===== src/design/aoe_pkg.sv =====
// Shared constants and types for the operator data entry receiver.
package aoe_pkg;
  localparam logic [7:0] CHAR_CR = 8'h0D;
  localparam logic [7:0] CHAR_ESC = 8'h1B;
  localparam logic [7:0] CHAR_BSL = 8'h5C;
  localparam logic [7:0] CHAR_MINUS = 8'h2D;
  localparam logic [7:0] CHAR_0 = 8'h30;
  localparam logic [7:0] CHAR_9 = 8'h39;
  localparam logic [1:0] PORT_AUX = 2'h2;
  localparam logic [7:0] FIELD3_ENTRY = 8'h00;
  localparam logic [1:0] CI_OFF = 2'h0;
  localparam logic [1:0] CI_ENTER = 2'h1;
  localparam logic [1:0] CI_ANY = 2'h2;
  localparam logic [1:0] CI_CLEAR = 2'h3;
  localparam logic [2:0] STAT_DIS = 3'h7;
  localparam logic [2:0] STAT_NONE = 3'h0;
  localparam logic [2:0] STAT_CHARS = 3'h1;
  localparam logic [2:0] STAT_STRING = 3'h2;
  localparam logic [2:0] STAT_NUMBER = 3'h3;
  localparam logic [2:0] STR_LEN = 3'h6;
  localparam logic [31:0] RADIX = 32'h0000000A;
  localparam logic [7:0] RST_CHAR = 8'h00;
  localparam logic [47:0] RST_STRING = 48'h000000000000;
  localparam logic [31:0] RST_NUMBER = 32'h00000000;
  localparam logic [2:0] RST_CNT = 3'h0;

  typedef enum logic [2:0] {
    IRQ_IDLE = 3'b001,
    IRQ_ARMED = 3'b010,
    IRQ_SERVICE = 3'b100
  } aoe_irq_state_t;

  typedef struct packed {
    logic numeric;
    logic [31:0] value;
  } aoe_num_t;
endpackage


===== src/design/aoe_num_parse.sv =====
// Decimal entry parser that builds a signed value from incoming characters.
`timescale 1ns/1ns
module aoe_num_parse (
  input wire logic clk,
  input wire logic rst_n,
  input wire logic clr,
  input wire logic char_valid,
  input wire logic [7:0] char_in,
  output aoe_pkg::aoe_num_t num
);
  logic [31:0] mag_reg;
  logic [31:0] mag_next;
  logic neg_reg;
  logic neg_next;
  logic dig_reg;
  logic dig_next;
  logic bad_reg;
  logic bad_next;
  logic first_reg;
  logic first_next;

  wire is_digit = (char_in >= aoe_pkg::CHAR_0) && (char_in <= aoe_pkg::CHAR_9);
  wire [7:0] digit8 = char_in - aoe_pkg::CHAR_0;
  wire [31:0] digit = {24'h000000, digit8};

  // A clear and a character in the same cycle start a fresh entry with that character.
  always_comb
  begin
    mag_next = clr ? aoe_pkg::RST_NUMBER : mag_reg;
    neg_next = clr ? 1'b0 : neg_reg;
    dig_next = clr ? 1'b0 : dig_reg;
    bad_next = clr ? 1'b0 : bad_reg;
    first_next = clr ? 1'b1 : first_reg;
    if (char_valid)
    begin
      if (first_next && char_in == aoe_pkg::CHAR_MINUS)
        neg_next = 1'b1;
      else if (is_digit)
      begin
        mag_next = mag_next * aoe_pkg::RADIX + digit;
        dig_next = 1'b1;
      end
      else
        bad_next = 1'b1;
      first_next = 1'b0;
    end
  end

  always_ff @(posedge clk or negedge rst_n)
  begin
    if (!rst_n)
    begin
      mag_reg <= aoe_pkg::RST_NUMBER;
      neg_reg <= 1'b0;
      dig_reg <= 1'b0;
      bad_reg <= 1'b0;
      first_reg <= 1'b1;
    end
    else
    begin
      mag_reg <= mag_next;
      neg_reg <= neg_next;
      dig_reg <= dig_next;
      bad_reg <= bad_next;
      first_reg <= first_next;
    end
  end

  assign num.numeric = dig_reg && !bad_reg;
  assign num.value = neg_reg ? (32'h00000000 - mag_reg) : mag_reg;
endmodule


===== src/design/aoe_rx_entry.sv =====
// Receive side of the auxiliary port in operator data entry mode.
// Contract
// - Entry mode configurable on port 2 only.
// - Backslash or escape leaves entry mode.
// - Config third field zero enters mode.
// - Mode works only while program runs.
// - Entry characters bypass the command path.
// - Last character updated on every arrival consumed from port 2 (entry mode or prompted input).
// - Completed text held in string register.
// - Numeric entry held in number register.
// - Status codes -1,0,1,2,3 as defined.
// - Reading string or number zeroes status.
// - Setting 0 raises no interrupt.
// - Setting 1 interrupts on enter only.
// - Setting 2 interrupts on every character.
// - Writing -1 discards buffered characters.
// - Handler return re-arms only with option.
// - Interrupt serviced only with thread 0.
// - Prompted input stalls until data stored.
`timescale 1ns/1ns
module aoe_rx_entry (
  input wire logic SYS_CLK,
  input wire logic NRST,
  input wire logic RX_VALID,
  input wire logic [1:0] RX_PORT,
  input wire logic [7:0] RX_CHAR,
  input wire logic PROG_RUN,
  input wire logic THREAD0_RUN,
  input wire logic CFG_WR,
  input wire logic [1:0] CFG_PORT,
  input wire logic [7:0] CFG_FIELD3,
  input wire logic CI_WR,
  input wire logic [1:0] CI_VALUE,
  input wire logic STR_RD,
  input wire logic NUM_RD,
  input wire logic HANDLER_RET,
  input wire logic RET_REENABLE,
  input wire logic INPUT_REQ,
  output logic CMD_VALID,
  output logic [7:0] CMD_CHAR,
  output logic MODE_ACTIVE,
  output logic [7:0] LAST_RX_CHAR,
  output logic [47:0] RX_STRING,
  output logic [31:0] RX_NUMBER,
  output logic [2:0] RX_STATUS_CODE,
  output logic COMM_IRQ,
  output logic IRQ_ARMED,
  output logic IN_HANDLER,
  output logic PROG_STALL,
  output logic INPUT_DONE,
  output logic [31:0] INPUT_VALUE
);
  function automatic logic irq_hit(input logic [1:0] setting, input logic enter);
    irq_hit = (setting == aoe_pkg::CI_ANY) || (setting == aoe_pkg::CI_ENTER && enter);
  endfunction

  logic mode_reg;
  logic mode_next;
  logic [1:0] comm_irq_setting_reg;
  aoe_pkg::aoe_irq_state_t irq_state_reg;
  aoe_pkg::aoe_irq_state_t irq_state_next;
  logic [47:0] buf_reg;
  logic [2:0] buf_cnt_reg;
  logic [2:0] status_reg;
  logic [2:0] status_next;
  logic [2:0] status_base;
  aoe_pkg::aoe_num_t num;

  wire mode_on = mode_reg && PROG_RUN;
  wire aux_char = RX_VALID && (RX_PORT == aoe_pkg::PORT_AUX);
  wire cfg_aux = CFG_WR && (CFG_PORT == aoe_pkg::PORT_AUX);
  wire cfg_enter = cfg_aux && (CFG_FIELD3 == aoe_pkg::FIELD3_ENTRY);
  wire cfg_leave = cfg_aux && (CFG_FIELD3 != aoe_pkg::FIELD3_ENTRY);
  wire consumed = mode_on || INPUT_REQ;
  wire is_enter = RX_CHAR == aoe_pkg::CHAR_CR;
  wire is_exit = (RX_CHAR == aoe_pkg::CHAR_BSL) || (RX_CHAR == aoe_pkg::CHAR_ESC);
  wire take_char = aux_char && consumed;
  wire exit_ev = aux_char && mode_on && is_exit;
  wire enter_ev = take_char && is_enter;
  wire data_ev = take_char && !is_enter && !exit_ev;
  wire entry_enter = enter_ev && mode_on;
  wire entry_data = data_ev && mode_on;
  wire rd_any = STR_RD || NUM_RD;
  wire st_done = (status_reg == aoe_pkg::STAT_STRING) || (status_reg == aoe_pkg::STAT_NUMBER);
  wire ci_clear = CI_WR && (CI_VALUE == aoe_pkg::CI_CLEAR);
  wire buf_room = buf_cnt_reg < aoe_pkg::STR_LEN;
  wire [5:0] align_sh = {aoe_pkg::STR_LEN - buf_cnt_reg, 3'h0};
  wire [47:0] str_aligned = buf_reg << align_sh;
  wire irq_fire = (irq_state_reg == aoe_pkg::IRQ_ARMED) && THREAD0_RUN && aux_char && mode_on
    && irq_hit(comm_irq_setting_reg, is_enter);

  aoe_num_parse u_parse (
    .clk(SYS_CLK),
    .rst_n(NRST),
    .clr(enter_ev || ci_clear),
    .char_valid(data_ev),
    .char_in(RX_CHAR),
    .num(num)
  );

  always_comb
  begin
    mode_next = mode_reg;
    if (cfg_enter)
      mode_next = 1'b1;
    else if (cfg_leave || exit_ev)
      mode_next = 1'b0;
  end

  always_comb
  begin
    status_base = (status_reg == aoe_pkg::STAT_DIS) ? aoe_pkg::STAT_NONE : status_reg;
    status_next = status_base;
    if (!mode_on)
      status_next = aoe_pkg::STAT_DIS;
    else if (entry_enter)
      status_next = num.numeric ? aoe_pkg::STAT_NUMBER : aoe_pkg::STAT_STRING;
    else if (entry_data)
      status_next = aoe_pkg::STAT_CHARS;
    else if (rd_any && st_done)
      status_next = aoe_pkg::STAT_NONE;
    else if (ci_clear && status_base == aoe_pkg::STAT_CHARS)
      status_next = aoe_pkg::STAT_NONE;
  end

  always_comb
  begin
    irq_state_next = irq_state_reg;
    case (irq_state_reg)
      aoe_pkg::IRQ_IDLE:
        if (CI_WR && (CI_VALUE == aoe_pkg::CI_ENTER || CI_VALUE == aoe_pkg::CI_ANY))
          irq_state_next = aoe_pkg::IRQ_ARMED;
      aoe_pkg::IRQ_ARMED:
        if (irq_fire)
          irq_state_next = aoe_pkg::IRQ_SERVICE;
        else if (CI_WR && CI_VALUE == aoe_pkg::CI_OFF)
          irq_state_next = aoe_pkg::IRQ_IDLE;
      aoe_pkg::IRQ_SERVICE:
        if (HANDLER_RET)
          irq_state_next = RET_REENABLE ? aoe_pkg::IRQ_ARMED : aoe_pkg::IRQ_IDLE;
      default:
        irq_state_next = aoe_pkg::IRQ_IDLE;
    endcase
  end

  always_ff @(posedge SYS_CLK or negedge NRST)
  begin
    if (!NRST)
    begin
      mode_reg <= 1'b0;
      status_reg <= aoe_pkg::STAT_DIS;
      irq_state_reg <= aoe_pkg::IRQ_IDLE;
      comm_irq_setting_reg <= aoe_pkg::CI_OFF;
      COMM_IRQ <= 1'b0;
    end
    else
    begin
      mode_reg <= mode_next;
      status_reg <= status_next;
      irq_state_reg <= irq_state_next;
      if (CI_WR && !ci_clear)
        comm_irq_setting_reg <= CI_VALUE;
      COMM_IRQ <= irq_fire;
    end
  end

  always_ff @(posedge SYS_CLK or negedge NRST)
  begin
    if (!NRST)
    begin
      CMD_VALID <= 1'b0;
      CMD_CHAR <= aoe_pkg::RST_CHAR;
    end
    else
    begin
      CMD_VALID <= RX_VALID && !take_char;
      CMD_CHAR <= RX_CHAR;
    end
  end

  // Characters past the string length are dropped from the text but still parsed.
  always_ff @(posedge SYS_CLK or negedge NRST)
  begin
    if (!NRST)
    begin
      buf_reg <= aoe_pkg::RST_STRING;
      buf_cnt_reg <= aoe_pkg::RST_CNT;
    end
    else if (data_ev && (buf_room || ci_clear))
    begin
      buf_reg <= ci_clear ? {40'h0000000000, RX_CHAR} : {buf_reg[39:0], RX_CHAR};
      buf_cnt_reg <= ci_clear ? 3'h1 : buf_cnt_reg + 3'h1;
    end
    else if (enter_ev || ci_clear)
    begin
      buf_reg <= aoe_pkg::RST_STRING;
      buf_cnt_reg <= aoe_pkg::RST_CNT;
    end
  end

  always_ff @(posedge SYS_CLK or negedge NRST)
  begin
    if (!NRST)
    begin
      LAST_RX_CHAR <= aoe_pkg::RST_CHAR;
      RX_STRING <= aoe_pkg::RST_STRING;
      RX_NUMBER <= aoe_pkg::RST_NUMBER;
    end
    else
    begin
      if (take_char)
        LAST_RX_CHAR <= RX_CHAR;
      if (entry_enter)
        RX_STRING <= str_aligned;
      if (entry_enter && num.numeric)
        RX_NUMBER <= num.value;
    end
  end

  always_ff @(posedge SYS_CLK or negedge NRST)
  begin
    if (!NRST)
    begin
      INPUT_DONE <= 1'b0;
      INPUT_VALUE <= aoe_pkg::RST_NUMBER;
    end
    else
    begin
      INPUT_DONE <= INPUT_REQ && enter_ev;
      if (INPUT_REQ && enter_ev)
        INPUT_VALUE <= num.value;
    end
  end

  assign PROG_STALL = INPUT_REQ && !INPUT_DONE;
  assign MODE_ACTIVE = mode_on;
  assign RX_STATUS_CODE = status_reg;
  assign IRQ_ARMED = irq_state_reg == aoe_pkg::IRQ_ARMED;
  assign IN_HANDLER = irq_state_reg == aoe_pkg::IRQ_SERVICE;

  property p_port_only;
    @(posedge SYS_CLK) disable iff (!NRST)
    CFG_WR && CFG_PORT != aoe_pkg::PORT_AUX && !mode_reg && !exit_ev |=> !mode_reg;
  endproperty
  a_port_only: assert property (p_port_only) else $error("Mode entered on wrong port.");
  property p_exit;
    @(posedge SYS_CLK) disable iff (!NRST)
    exit_ev && !CFG_WR |=> !mode_reg ##1 RX_STATUS_CODE == aoe_pkg::STAT_DIS;
  endproperty
  a_exit: assert property (p_exit) else $error("Exit character did not leave mode.");
  property p_enter_mode;
    @(posedge SYS_CLK) disable iff (!NRST)
    cfg_enter ##1 PROG_RUN |=> RX_STATUS_CODE == aoe_pkg::STAT_NONE || RX_STATUS_CODE == aoe_pkg::STAT_CHARS
      || RX_STATUS_CODE == aoe_pkg::STAT_STRING || RX_STATUS_CODE == aoe_pkg::STAT_NUMBER;
  endproperty
  a_enter_mode: assert property (p_enter_mode) else $error("Config zero did not enable mode.");
  property p_no_prog;
    @(posedge SYS_CLK) disable iff (!NRST)
    !PROG_RUN |=> RX_STATUS_CODE == aoe_pkg::STAT_DIS && !COMM_IRQ;
  endproperty
  a_no_prog: assert property (p_no_prog) else $error("Mode active without program.");
  property p_bypass;
    @(posedge SYS_CLK) disable iff (!NRST)
    aux_char && mode_on |=> !CMD_VALID && LAST_RX_CHAR == $past(RX_CHAR);
  endproperty
  a_bypass: assert property (p_bypass) else $error("Entry character reached command path.");
  property p_entry_done;
    @(posedge SYS_CLK) disable iff (!NRST)
    entry_enter ##1 PROG_RUN |-> RX_STATUS_CODE == ($past(num.numeric) ? aoe_pkg::STAT_NUMBER : aoe_pkg::STAT_STRING)
      && RX_STRING == $past(str_aligned);
  endproperty
  a_entry_done: assert property (p_entry_done) else $error("Completed entry not reported.");
  property p_read_clear;
    @(posedge SYS_CLK) disable iff (!NRST)
    rd_any && st_done && mode_on && !take_char |=> RX_STATUS_CODE == aoe_pkg::STAT_NONE;
  endproperty
  a_read_clear: assert property (p_read_clear) else $error("Status not cleared after read.");
  property p_irq_off;
    @(posedge SYS_CLK) disable iff (!NRST)
    comm_irq_setting_reg == aoe_pkg::CI_OFF |=> !COMM_IRQ;
  endproperty
  a_irq_off: assert property (p_irq_off) else $error("Interrupt raised while disabled.");
  property p_irq_enter;
    @(posedge SYS_CLK) disable iff (!NRST)
    comm_irq_setting_reg == aoe_pkg::CI_ENTER && !(aux_char && is_enter) |=> !COMM_IRQ;
  endproperty
  a_irq_enter: assert property (p_irq_enter) else $error("Interrupt on non-enter character.");
  property p_irq_any;
    @(posedge SYS_CLK) disable iff (!NRST)
    IRQ_ARMED && comm_irq_setting_reg == aoe_pkg::CI_ANY && aux_char && mode_on && THREAD0_RUN
      |=> COMM_IRQ && IN_HANDLER;
  endproperty
  a_irq_any: assert property (p_irq_any) else $error("Character did not interrupt.");
  property p_clear;
    @(posedge SYS_CLK) disable iff (!NRST)
    ci_clear && !data_ev |=> buf_cnt_reg == aoe_pkg::RST_CNT;
  endproperty
  a_clear: assert property (p_clear) else $error("Buffer not discarded.");
  property p_return;
    @(posedge SYS_CLK) disable iff (!NRST)
    IN_HANDLER && HANDLER_RET |=> IRQ_ARMED == $past(RET_REENABLE) && !IN_HANDLER;
  endproperty
  a_return: assert property (p_return) else $error("Handler return arming wrong.");
  property p_thread0;
    @(posedge SYS_CLK) disable iff (!NRST)
    !THREAD0_RUN |=> !COMM_IRQ;
  endproperty
  a_thread0: assert property (p_thread0) else $error("Interrupt without thread 0.");
  property p_prompt;
    @(posedge SYS_CLK) disable iff (!NRST)
    INPUT_REQ && aux_char && is_enter |=> INPUT_DONE && !PROG_STALL && INPUT_VALUE == $past(num.value);
  endproperty
  a_prompt: assert property (p_prompt) else $error("Prompted input not completed.");
  property p_disarm;
    @(posedge SYS_CLK) disable iff (!NRST)
    COMM_IRQ && !HANDLER_RET ##1 !HANDLER_RET |=> !COMM_IRQ && IN_HANDLER;
  endproperty
  a_disarm: assert property (p_disarm) else $error("Interrupt repeated inside handler.");
endmodule


===== config.mk =====
export PLATFORM = sky130hd
export DESIGN_NAME = aoe_rx_entry
export DESIGN_NICKNAME = d
export VERILOG_FILES = /design/src/design/aoe_pkg.sv /design/src/design/aoe_num_parse.sv /design/src/design/aoe_rx_entry.sv
export SDC_FILE = /design/constraint.sdc
export NUM_CORES = 1
export LEC_CHECK = 0
export CAP_MARGIN = 20
export CORE_MARGIN = 5
export CORE_UTILIZATION = 60
export CTS_BUF_LIST = sky130_fd_sc_hd__clkbuf_8
export DETAILED_ROUTE_END_ITERATION = 6
export DONT_BUFFER_PORTS = 1
export PLACE_DENSITY_LB_ADDON = 0.1
export SYNTH_ARGS = -nofsm -noshare
export SYNTH_HDL_FRONTEND = slang
export SYNTH_SLANG_ARGS = --single-unit

===== constraint.sdc =====
create_clock -name SYS_CLK -period 7.7 [get_ports SYS_CLK]
set_clock_uncertainty 0.15 [all_clocks]
set_input_delay 0.77 -clock SYS_CLK [delete_from_list [all_inputs] [get_ports SYS_CLK]]
set_output_delay 0.77 -clock SYS_CLK [all_outputs]
set_load 0.01 [all_outputs]

==> key figures, run 1 <==
Status
  • Status: completed

Floorplan
  • Die Area: 24900 µm²
  • Initial Utilization: 0.605
  • Core area: 21700 µm²
  • Rows: 54
  • I/O pins: 172
  • Vert. Die Dim: 158 µm
  • Die span in x: 158 µm

Synth
  • Synth Area in Compound Gates: 0.205
  • Post-synthesis xor/xnor area fraction: 0.0539
  • Commonest cells in the synthesized netlist: dfrtp_1 (222), nand2_1 (189), o21ai_0 (129)
  • Syn_nets: 1483
  • Multiplexer share of the synthesized area: 0.0386
  • Area share of the largest cell type after synthesis: 0.424
  • Synth area leaders: dfrtp_1 (42%), ha_1 (6.5%), nand2_1 (5.4%)
  • Sequential area share after synthesis: 0.434
  • Synth Flop Type: dfrtp_1
  • Cell taking the most area after synthesis: dfrtp_1
  • Synth async-reset ratio: 1.00
  • Netlist cell types: 80
  • Synth Register Bits: 227
  • Post-synth EDFFs: 0
  • Simple-gate portion of the synthesized area: 0.173
  • Top-count cell post-synth: dfrtp_1
  • Mean Syn Cell Area: 9.50 µm²
  • Cell area after synthesis: 13100 µm²
  • Adder-cell share of the synthesized area: 0.0664
  • Synth warnings: 0
  • Largest family of logic cells by synthesized area: compound AO/OA/AOI/OAI gates
  • Post-Synthesis Cells: 1380

Timing
  • Fin Setup TNS: 0 ps
  • Fmax: 0.188 GHz
  • Slew HR: 0.271
  • Crit path time final: 5330 ps
  • RSZ-0062 raised after global routing: false
  • Worst-Margin Slew: 1090 ps
  • Slew Viols, Final: 0
  • Setup violators final: 0
  • Final Hold Fails: 0
  • Final Cycle Share: 0.692
  • Final worst slack: 2370 ps

Clock network
  • CTS buffer count: 39
  • H-tree levels: 2
  • Worst skew pair latency: 530 ps
  • Clk slew on worst S/H paths: 60 ps
  • Max clock buf depth: 3
  • CTS root buffer: clkbuf_8
  • CTS tree: done
  • Clock Sinks: 227

Placed design
  • Routability Congestion: 0.931
  • Port Buf Inserts: 0
  • Dpl ws: 1920 ps
  • Detailed placer's ending HPWL: 23800 µm
  • DP Area: 13200 µm²

Drt
  • M1 WL: 16000 µm
  • WL final: 33400 µm
  • DR iter-0 viols: 932
  • Top layer reached by signal wires: met5
  • Remaining antenna violation count: 0
  • Average wire per standard cell: 20.1 µm
  • Via count: 10296
  • Routed vias/inst: 6.22
  • Drt first pass iters: 5
  • # DRC: 0
  • Met3 WL: 2440 µm
  • DR WL met2: 14500 µm

Global route
  • Vias in the first global route: 9905
  • First-pass GRT wire length: 53900 µm
  • Largest net degree at the start of global routing: 228
  • GRT Util Overall: 0.267
  • Overflow after GRT: 0
  • Initial antenna violation count: 1

Setup path
  • CP max FO: 48
  • Required @ worst endpoint: 7980 ps
  • Crit path kind: in -> reg
  • CP startpoint kind: input port
  • Data arrival, critical path: 5610 ps
  • Crit end category: flip-flop

Final layout
  • Share of cells above drive strength 1: 0.0902
  • Final core occ: 0.649
  • # nets final: 1452
  • Synth-to-Final Area Change: 7.28%
  • Fin area: 14100 µm²

Power
  • Pleak: 0.00657 µW
  • Comb pwr share: 0.117
  • Clock network fraction of design power: 0.406
  • Power Dens Cells: 190 nW/µm²
  • P_sw: 726 µW
  • Part of the power in registers: 0.477
  • Sw frac: 0.271
  • Peak VDD IR: 0.143 mV
  • Int Pwr: 1950 µW

Worst hold path
  • Hold crit path type: in -> reg

Job
  • Max-cap viol count: 0
==> through the flow <==
stage,power (µW),hold slack (ps),cells
final,2670,118,1656
after global routing,2790,79.7,1655
after CTS,2690,87.2,1653
after detailed placement,1580,319,1585
after global placement,1580,303,1585
after floorplan,1510,289,1380
==> power groups by stage <==
stage / sequential (µW) / combinational, µW / clock [µW]
final: 1280 / 312 / 1090
after detailed placement: 1300 / 284 / 0
after global routing: 1280 / 348 / 1160
after floorplan: 1280 / 229 / 0
after global placement: 1300 / 280 / 0
after CTS: 1280 / 309 / 1110
==> metal layers <==
layer | vias to the layer above | track usage
met1 | 4987 | 0.414
met2 | 320 | 0.390
li1 | 4950 | -
met3 | 37 | 0.0574
met4 | 2 | 0.0541
met5 | - | 0
==> worst max-delay path, stage by stage <==
cell      delay (ps)
inv_1             80
ha_1             180
nand3b_1         120
nor4b_4          490
nor2_2            40
buf_4            280
and2_1           260
ha_1             300
ha_1             360
a21o_1           210
a21o_1           200
o21ai_0          610
nand3_1          180
xor2_1           290
and4_1           410
nand4_2          180
or4_1            440
a31oi_1          170
==> worst paths after layout <==
check                           startpoint                  end  slack [ps]  depth (start not counted)
max                             RX_CHAR[4]  u_parse.mag_reg[23]        2370                         18
min                             RX_CHAR[1]          CMD_CHAR[1]         120                          0
max reg2reg                       mode_reg  u_parse.mag_reg[23]        2500                         16
min reg2reg                u_parse.dig_reg      u_parse.dig_reg         340                          2
max in group asynchronous             NRST       buf_cnt_reg[0]        6340                          1
min in group asynchronous             NRST        RX_STRING[36]         200                          1
==> area by class of cell <==
cell class | instances | area, µm²
diodes | 1 | 2.50
clock buffers | 49 | 674
clock inverters | 18 | 115
fillers | 1773 | 7620
inverters | 17 | 63.8
multi-input cells | 1051 | 7050
flip-flops and latches | 227 | 5690
well taps | 280 | 350
repair buffers | 13 | 128
==> cells by family (layout without fill, tap and decap cells) <==
group | after synthesis | count (layout)
adder cells (fa/ha/maj) | 69 | 69
AO/OA/AOI/OAI | 407 | 407
other | 0 | 1
buffers and inverters | 102 | 97
flip-flops | 227 | 227
XOR/XNOR | 79 | 79
AND/OR/NAND/NOR | 457 | 457
multiplexers | 39 | 39
==> repair_timing <==
| action | CTS | global route |
|---|---|---|
| resized for setup | 0 | 0 |
| endpoints found under the hold margin | 227 | 0 |
| setup buffers | 0 | 0 |
| hold buffers | 1 | 0 |
==> cells in the final DEF (no fill, tap or decap), types with 18 or more instances in the layout <==
cell type / n
xnor2_1: 29
o31ai_1: 30
and2_1: 31
o21ai_0: 129
dfrtp_1: 221
a21o_1: 22
ha_1: 67
nand2_1: 188
nor2_1: 69
inv_1: 28
mux2i_1: 18
a21oi_1: 75
clkbuf_8: 49
xor2_1: 48
nor2b_1: 27
nor3_1: 24
nand3_1: 21
a22o_1: 49
Note: power is estimated with default switching activity, not from simulation.
==> inputs of run 2 (changes only) <==
==> constraint.sdc (replaced) <==
create_clock -name SYS_CLK -period 4.4 [get_ports SYS_CLK]
set_clock_uncertainty 0.15 [all_clocks]
set_input_delay 0.44 -clock SYS_CLK [delete_from_list [all_inputs] [get_ports SYS_CLK]]
set_output_delay 0.44 -clock SYS_CLK [all_outputs]
set_load 0.01 [all_outputs]
==> run 2 against run 1 <==
The run now ends with hold timing left. Largest power group unchanged. Worst hold slack got worse by 670 ps. Sequential share of layout area decreased by 4.9 points. Power increased by 83%. Combinational power increased by 87%. Final cell count increased by 9.3%. Global-route usage increased by 1.9 points. First-iteration DRC count increased by 6.2%. Design area increased by 14%. Die area unchanged. Critical path depth unchanged.
==> key figures, run 2 (synthesized netlist as in run 1, its figures left out) <==
Floorplan
  • I/O pins: 172 (unchanged)
  • Die span in x: 158 µm (unchanged)
  • Rows: 54 (unchanged)
  • Vert. Die Dim: 158 µm (unchanged)
  • Core area: 21700 µm² (unchanged)
  • Die Area: 24900 µm² (unchanged)
  • Initial Utilization: 0.605 (unchanged)

Clock network
  • CTS buffer count: 39 (unchanged)
  • Clock Sinks: 227 (unchanged)
  • CTS root buffer: clkbuf_8
  • Worst skew pair latency: 550 ps (+20 ps)
  • H-tree levels: 2 (unchanged)
  • Clk slew on worst S/H paths: 60 ps (about the same)
  • CTS tree: done
  • Max clock buf depth: 3 (unchanged)
  • Hold buffers post-CTS: 16 (+15)

Global route
  • First-pass GRT wire length: 57300 µm (+6.3%)
  • Initial antenna violation count: 0 (-1)
  • GRT Util Overall: 0.286 (+0.0191)
  • Vias in the first global route: 10674 (+7.8%)
  • Largest net degree at the start of global routing: 228 (unchanged)
  • Overflow after GRT: 0 (unchanged)

Power
  • Pleak: 0.00732 µW (+11%)
  • Peak VDD IR: 0.370 mV (+160%)
  • Power Dens Cells: 305 nW/µm² (+60%)

Final layout
  • Fillcell total: 1552 (-12%)
  • Final core occ: 0.739 (+0.0900)
  • Fin area: 16000 µm² (+14%)
  • Sequential cell area: 5690 µm² (unchanged)
  • Multi-input gate area: 7760 µm² (+10%)
  • Synth-to-Final Area Change: 22.2%
  • Share of cells above drive strength 1: 0.235 (+0.145)
  • # nets final: 1602 (+10%)
  • Layout Cells excl Fill: 1810 (+9.3%)
  • Most common cell after layout, fill and taps aside: dfrtp_1
  • Most frequent cells in the layout: dfrtp_1 (221), nand2_1 (184), buf_4 (139)

Placed design
  • # placed instances: 1709 (+7.8%)
  • Detailed placer's ending HPWL: 25700 µm (+7.9%)
  • DP Area: 14300 µm² (+7.9%)
  • Port Buf Inserts: 0 (unchanged)
  • Routability Congestion: 0.901 (-3.2%)

Drt
  • Via count: 11315 (+9.9%)
  • Average wire per standard cell: 20.9 µm (+3.7%)
  • Drt first pass iters: 5 (unchanged)
  • # DRC: 0 (unchanged)
  • Routed vias/inst: 6.25 (+0.55%)
  • WL final: 37800 µm (+13%)
  • Remaining antenna violation count: 0 (unchanged)
  • DR iter-0 viols: 990 (+6.2%)

Timing
  • Slew Viols, Final: 0 (unchanged)
  • RSZ-0062 raised after global routing: true
  • Setup violators final: 0 (unchanged)
  • Worst-Margin Slew: 1060 ps (-37.0 ps)
  • Fmax: 0.229 GHz
  • Crit path time final: 4370 ps
  • Slew HR: 0.290 (+0.0193)
  • Final Hold Fails: 227 (+227)
  • Hold slack final: -548 ps (-667 ps)
  • Fin Setup TNS: 0 ps (unchanged)
  • Final Cycle Share: 0.993

Status
  • Status: finished, violations left
  • Failing checks: hold timing

Setup path
  • Required @ worst endpoint: 4700 ps (-3280 ps)
  • CP max FO: 14 (-71%)
  • Critical path's largest stage delay: 360 ps (-250 ps)
  • Data arrival, critical path: 4670 ps (-940 ps)
  • Slowest cell on the critical path: dfrtp_1
  • Crit end category: flip-flop
  • Worst path cell trace: a21oi_2, nor4b_4, buf_4, nor2_4, buf_12, and2_2, ha_4, ha_4, buf_4, nand4_1, a2111oi_4, a22oi_2, a21o_1, a32oi_2, nand4bb_4, or2_4, or3_1, a31oi_1
  • CP startpoint kind: flip-flop
  • Crit path kind: reg -> reg

Worst hold path
  • Hold crit path type: in -> async

Job
  • Max-cap viol count: 0 (unchanged)
run 2: cell count changes in the layout (fill, tap and decap cells not counted), moves of 15 or more:
cell           change
a21oi_2           +15
ha_4              +27
a21oi_1           -16
dlygate4sd3_1     +16
ha_1              -27
buf_4            +129
run 2: metrics by stage:
stage	setup slack, ps	power [µW]
5_1_grt	-115	5070
2_1_floorplan	-9.81	2650
3_3_place_gp	-204	2790
4_1_cts	16.1	4880
6_report	32.0	4890
3_5_place_dp	-360	2800
run 2: cell type report:
| cell class | instances | share of cell area |
|---|---|---|
| Multi-Input combinational cell | 1053 | 0.484 |
| Sequential cell | 227 | 0.355 |
| Timing Repair Buffer | 161 | 0.0810 |
| Clock buffer | 51 | 0.0438 |
| Tap cell | 280 | 0.0219 |
| Clock inverter | 20 | 0.00976 |
| Inverter | 17 | 0.00398 |
| Antenna cell | 1 | 0.000156 |
run 2: critical path, delay by kind of cell, from the launching register on:
family | cells | cell delay, ps
and+or+nand+nor | 7 | 1610
DFF | 1 | 360
buffers and inverters | 3 | 500
AOI/OAI and AO/OA | 6 | 1090
adders and majority gates | 2 | 520
run 2: worst paths after layout:
kind                                            end       startpoint  slack (ps)  depth (start not counted)
worst min-delay path                    buf_reg[30]             NRST        -550                          0
worst min register to register      u_parse.dig_reg  u_parse.dig_reg         350                          2
worst max register to register  u_parse.mag_reg[26]         mode_reg          30                         18
min in group SYS_CLK             u_parse.mag_reg[1]       RX_CHAR[1]          40                          3
worst max-delay path            u_parse.mag_reg[26]         mode_reg          30                         18
max in group asynchronous          irq_state_reg[0]             NRST        4190                          0
run 2: per-layer routing:
metal	wire length [µm]	global-route usage
met4	741	0.0692
met3	3700	0.0692
met1	16400	0.428
met5	0	0
met2	17000	0.423
run 2: what timing repair did:
| action | 4_1_cts | 5_1_grt |
|---|---|---|
| cloned | 1 | 1 |
| pin swaps | 2 | 36 |
| gates resized for setup | 4 | 110 |
| endpoints found under the setup margin | 13 | 16 |
| buffers inserted | 1 | 9 |
| hold endpoints to repair | 259 | 227 |
run 2: where the power goes:
part / total, µW / internal (µW) / switching (µW)
Sequential: 2240 / 2150 / 84.6
Clock: 2070 / 1170 / 898
Combinational: 584 / 246 / 338
Total: 4890 / 3570 / 1320
==> inputs of run 3 (changes only) <==
==> constraint.sdc (replaced) <==
create_clock -name SYS_CLK -period 5 [get_ports SYS_CLK]
set_clock_uncertainty 0.15 [all_clocks]
set_input_delay 0.5 -clock SYS_CLK [delete_from_list [all_inputs] [get_ports SYS_CLK]]
set_output_delay 0.5 -clock SYS_CLK [all_outputs]
set_load 0.01 [all_outputs]
==> run 3 against run 2 <==
The flow still finishes with violations (hold timing). Via count fell by 6.6%. Final cell count fell by 5.7%. Die area did not move. Clock power fell by 14%. First-iteration DRC count fell by 25%. Critical path depth fell by 2. Setup slack improved by 310 ps. Design area fell by 9.3%. Global-route usage fell by 1.9 points. Critical path type unchanged. Critical endpoint is now u_parse.mag_reg[31]. Largest cell class unchanged.
==> key figures, run 3 (synthesized netlist as in run 1, its figures left out) <==
Drt
  • WL final: 33600 µm (-11%)
  • Routed vias/inst: 6.19 (-0.98%)
  • Drt first pass iters: 5 (unchanged)
  • Via count: 10566 (-6.6%)
  • Remaining antenna violation count: 0 (unchanged)
  • # DRC: 0 (unchanged)
  • Average wire per standard cell: 19.7 µm (-5.9%)
  • DR iter-0 viols: 741 (-25%)

Final layout
  • Multi-input gate area: 7070 µm² (-8.9%)
  • # nets final: 1501 (-6.3%)
  • Sequential cell area: 5690 µm² (unchanged)
  • Share of cells above drive strength 1: 0.118 (-0.118)
  • Synth-to-Final Area Change: 10.8%
  • Layout Cells excl Fill: 1707 (-5.7%)
  • Most common cell after layout, fill and taps aside: dfrtp_1
  • Most frequent cells in the layout: dfrtp_1 (221), nand2_1 (188), o21ai_0 (129)
  • Fillcell total: 1755 (+13%)
  • Diode count: 0 (-1)

Global route
  • Overflow after GRT: 0 (unchanged)
  • Largest net degree at the start of global routing: 228 (unchanged)
  • Vias in the first global route: 9959 (-6.7%)
  • First-pass GRT wire length: 53800 µm (-6.1%)
  • Initial antenna violation count: 0 (unchanged)
  • GRT Util Overall: 0.267 (-0.0195)

Floorplan
  • Rows: 54 (unchanged)
  • Vert. Die Dim: 158 µm (unchanged)
  • Initial Utilization: 0.605 (unchanged)
  • I/O pins: 172 (unchanged)
  • Die span in x: 158 µm (unchanged)
  • Core area: 21700 µm² (unchanged)
  • Die Area: 24900 µm² (unchanged)

Clock network
  • Hold buffers post-CTS: 15 (-1)
  • Clk slew on worst S/H paths: 60 ps (about the same)
  • CTS buffer count: 37 (-5.1%)
  • Post-CTS Setup Bufs: 0 (-1)
  • CTS tree: done
  • H-tree levels: 2 (unchanged)
  • CTS root buffer: clkbuf_8
  • Worst skew pair latency: 560 ps (about the same)
  • Clock Sinks: 227 (unchanged)
  • Max clock buf depth: 3 (unchanged)

Timing
  • Crit path time final: 4660 ps (+290 ps)
  • Slew Viols, Final: 0 (unchanged)
  • Fmax: 0.215 GHz (-6.2%)
  • Final Cycle Share: 0.932 (-0.0611)
  • Slew HR: 0.303 (+0.0135)
  • Fin Setup TNS: 0 ps (unchanged)
  • RSZ-0062 raised after global routing: false
  • Final Hold Fails: 227 (unchanged)
  • Hold slack final: -488 ps (+60.8 ps)
  • Final worst slack: 342 ps (+310 ps)
  • Setup violators final: 0 (unchanged)
  • Worst-Margin Slew: 1040 ps (-15.8 ps)

Setup path
  • Worst path cell trace: a21oi_2, nor4b_4, nor2_4, buf_4, and2_1, ha_1, ha_1, a21oi_1, o21ai_0, nor3_1, a31oi_1, or4b_2, nand4_1, nor3_1, a31oi_1, nand3_1
  • Data arrival, critical path: 4920 ps (+250 ps)
  • Crit path launch: mode_reg
  • Crit path kind: reg -> reg
  • R2R Path Start: mode_reg
  • CP startpoint kind: flip-flop
  • Slowest cell on the critical path: or4b_2
  • Critical path's largest stage delay: 720 ps (+360 ps)
  • Required @ worst endpoint: 5260 ps (+560 ps)
  • CP max FO: 21 (+7)
  • Crit end category: flip-flop

Placed design
  • Detailed placer's ending HPWL: 24100 µm (-6.1%)
  • Dpl ws: -22.9 ps (+338 ps)
  • Routability Congestion: 0.928 (+3.0%)
  • Port Buf Inserts: 0 (unchanged)
  • # placed instances: 1623 (-5.0%)

Status
  • Status: finished, violations left
  • Failing checks: hold timing

Power
  • Pleak: 0.00683 µW (-6.8%)
  • Power Dens Cells: 290 nW/µm² (-5.0%)
  • Peak VDD IR: 0.238 mV (-36%)

Worst hold path
  • Hold crit path type: in -> async

Job
  • Max-cap viol count: 0 (unchanged)
[run 3: cell types whose count changed in the layout (fill, tap and decap cells not counted), moves of 4 or more]
| cell | delta |
|---|---|
| or2_1 | +4 |
| a21oi_2 | -14 |
| buf_4 | -91 |
| and2_2 | -6 |
| o21ai_0 | +11 |
| and2_1 | +10 |
| and2_4 | -4 |
| nand2_1 | +4 |
| a21oi_1 | +15 |
| ha_4 | -27 |
| or2_4 | -4 |
| o21ai_2 | -4 |
| o21ai_1 | -7 |
| ha_1 | +27 |
[run 3: where the power goes]
part           leakage (µW)  switching (µW)  internal [µW]
Sequential          0.00310            71.5           1890
Clock              0.000465             765           1010
Combinational       0.00326             281            186
Total               0.00683            1120           3090
[run 3: critical path: cells and delay by family (launching register included)]
family | cells | cell delay (ps)
and+or+nand+nor | 8 | 2040
adders and majority gates | 2 | 710
buffers and inverters | 1 | 220
DFF | 1 | 380
AOI/OAI and AO/OA | 5 | 1010
[run 3: layout make-up]
type	instances	share of cell area
inverters	17	0.00439
clock inverters	18	0.0106
multi-input cells	1051	0.487
repair buffers	64	0.0355
clock buffers	50	0.0474
well taps	280	0.0241
flip-flops and latches	227	0.391
[run 3: final timing paths]
path,end,slack (ps),cells after the start
hold reg to reg,u_parse.bad_reg,350,2
setup reg to reg,u_parse.mag_reg[31],340,16
max in group asynchronous,irq_state_reg[0],4940,0
hold / removal,RX_STRING[46],-490,0
setup / recovery,u_parse.mag_reg[31],340,16
min in group SYS_CLK,u_parse.mag_reg[1],50,3
[run 3: per-layer routing]
metal | global-route usage | routed length [µm] | vias up
met5 | 0 | 0 | -
met4 | 0.0713 | 677 | 0
met3 | 0.0580 | 3080 | 52
met2 | 0.379 | 14200 | 402
met1 | 0.414 | 15600 | 5075
li1 | - | - | 5037
[run 3: stage by stage]
stage	total power [µW]	cell area, µm²	util	hold WS (ps)
after detailed placement	2440	13500	0.623	59.8
after global placement	2430	13500	0.623	59.8
final	4210	14500	0.670	-488
after floorplan	2330	13100	-	54.4
after CTS	4230	14500	0.669	-541
after global routing	4380	14500	0.670	-533
[run 3: timing repair]
action / CTS / global route
endpoints found under the setup margin: 0 / 10
gates resized for setup: 0 / 5
endpoints found under the hold margin: 258 / 227
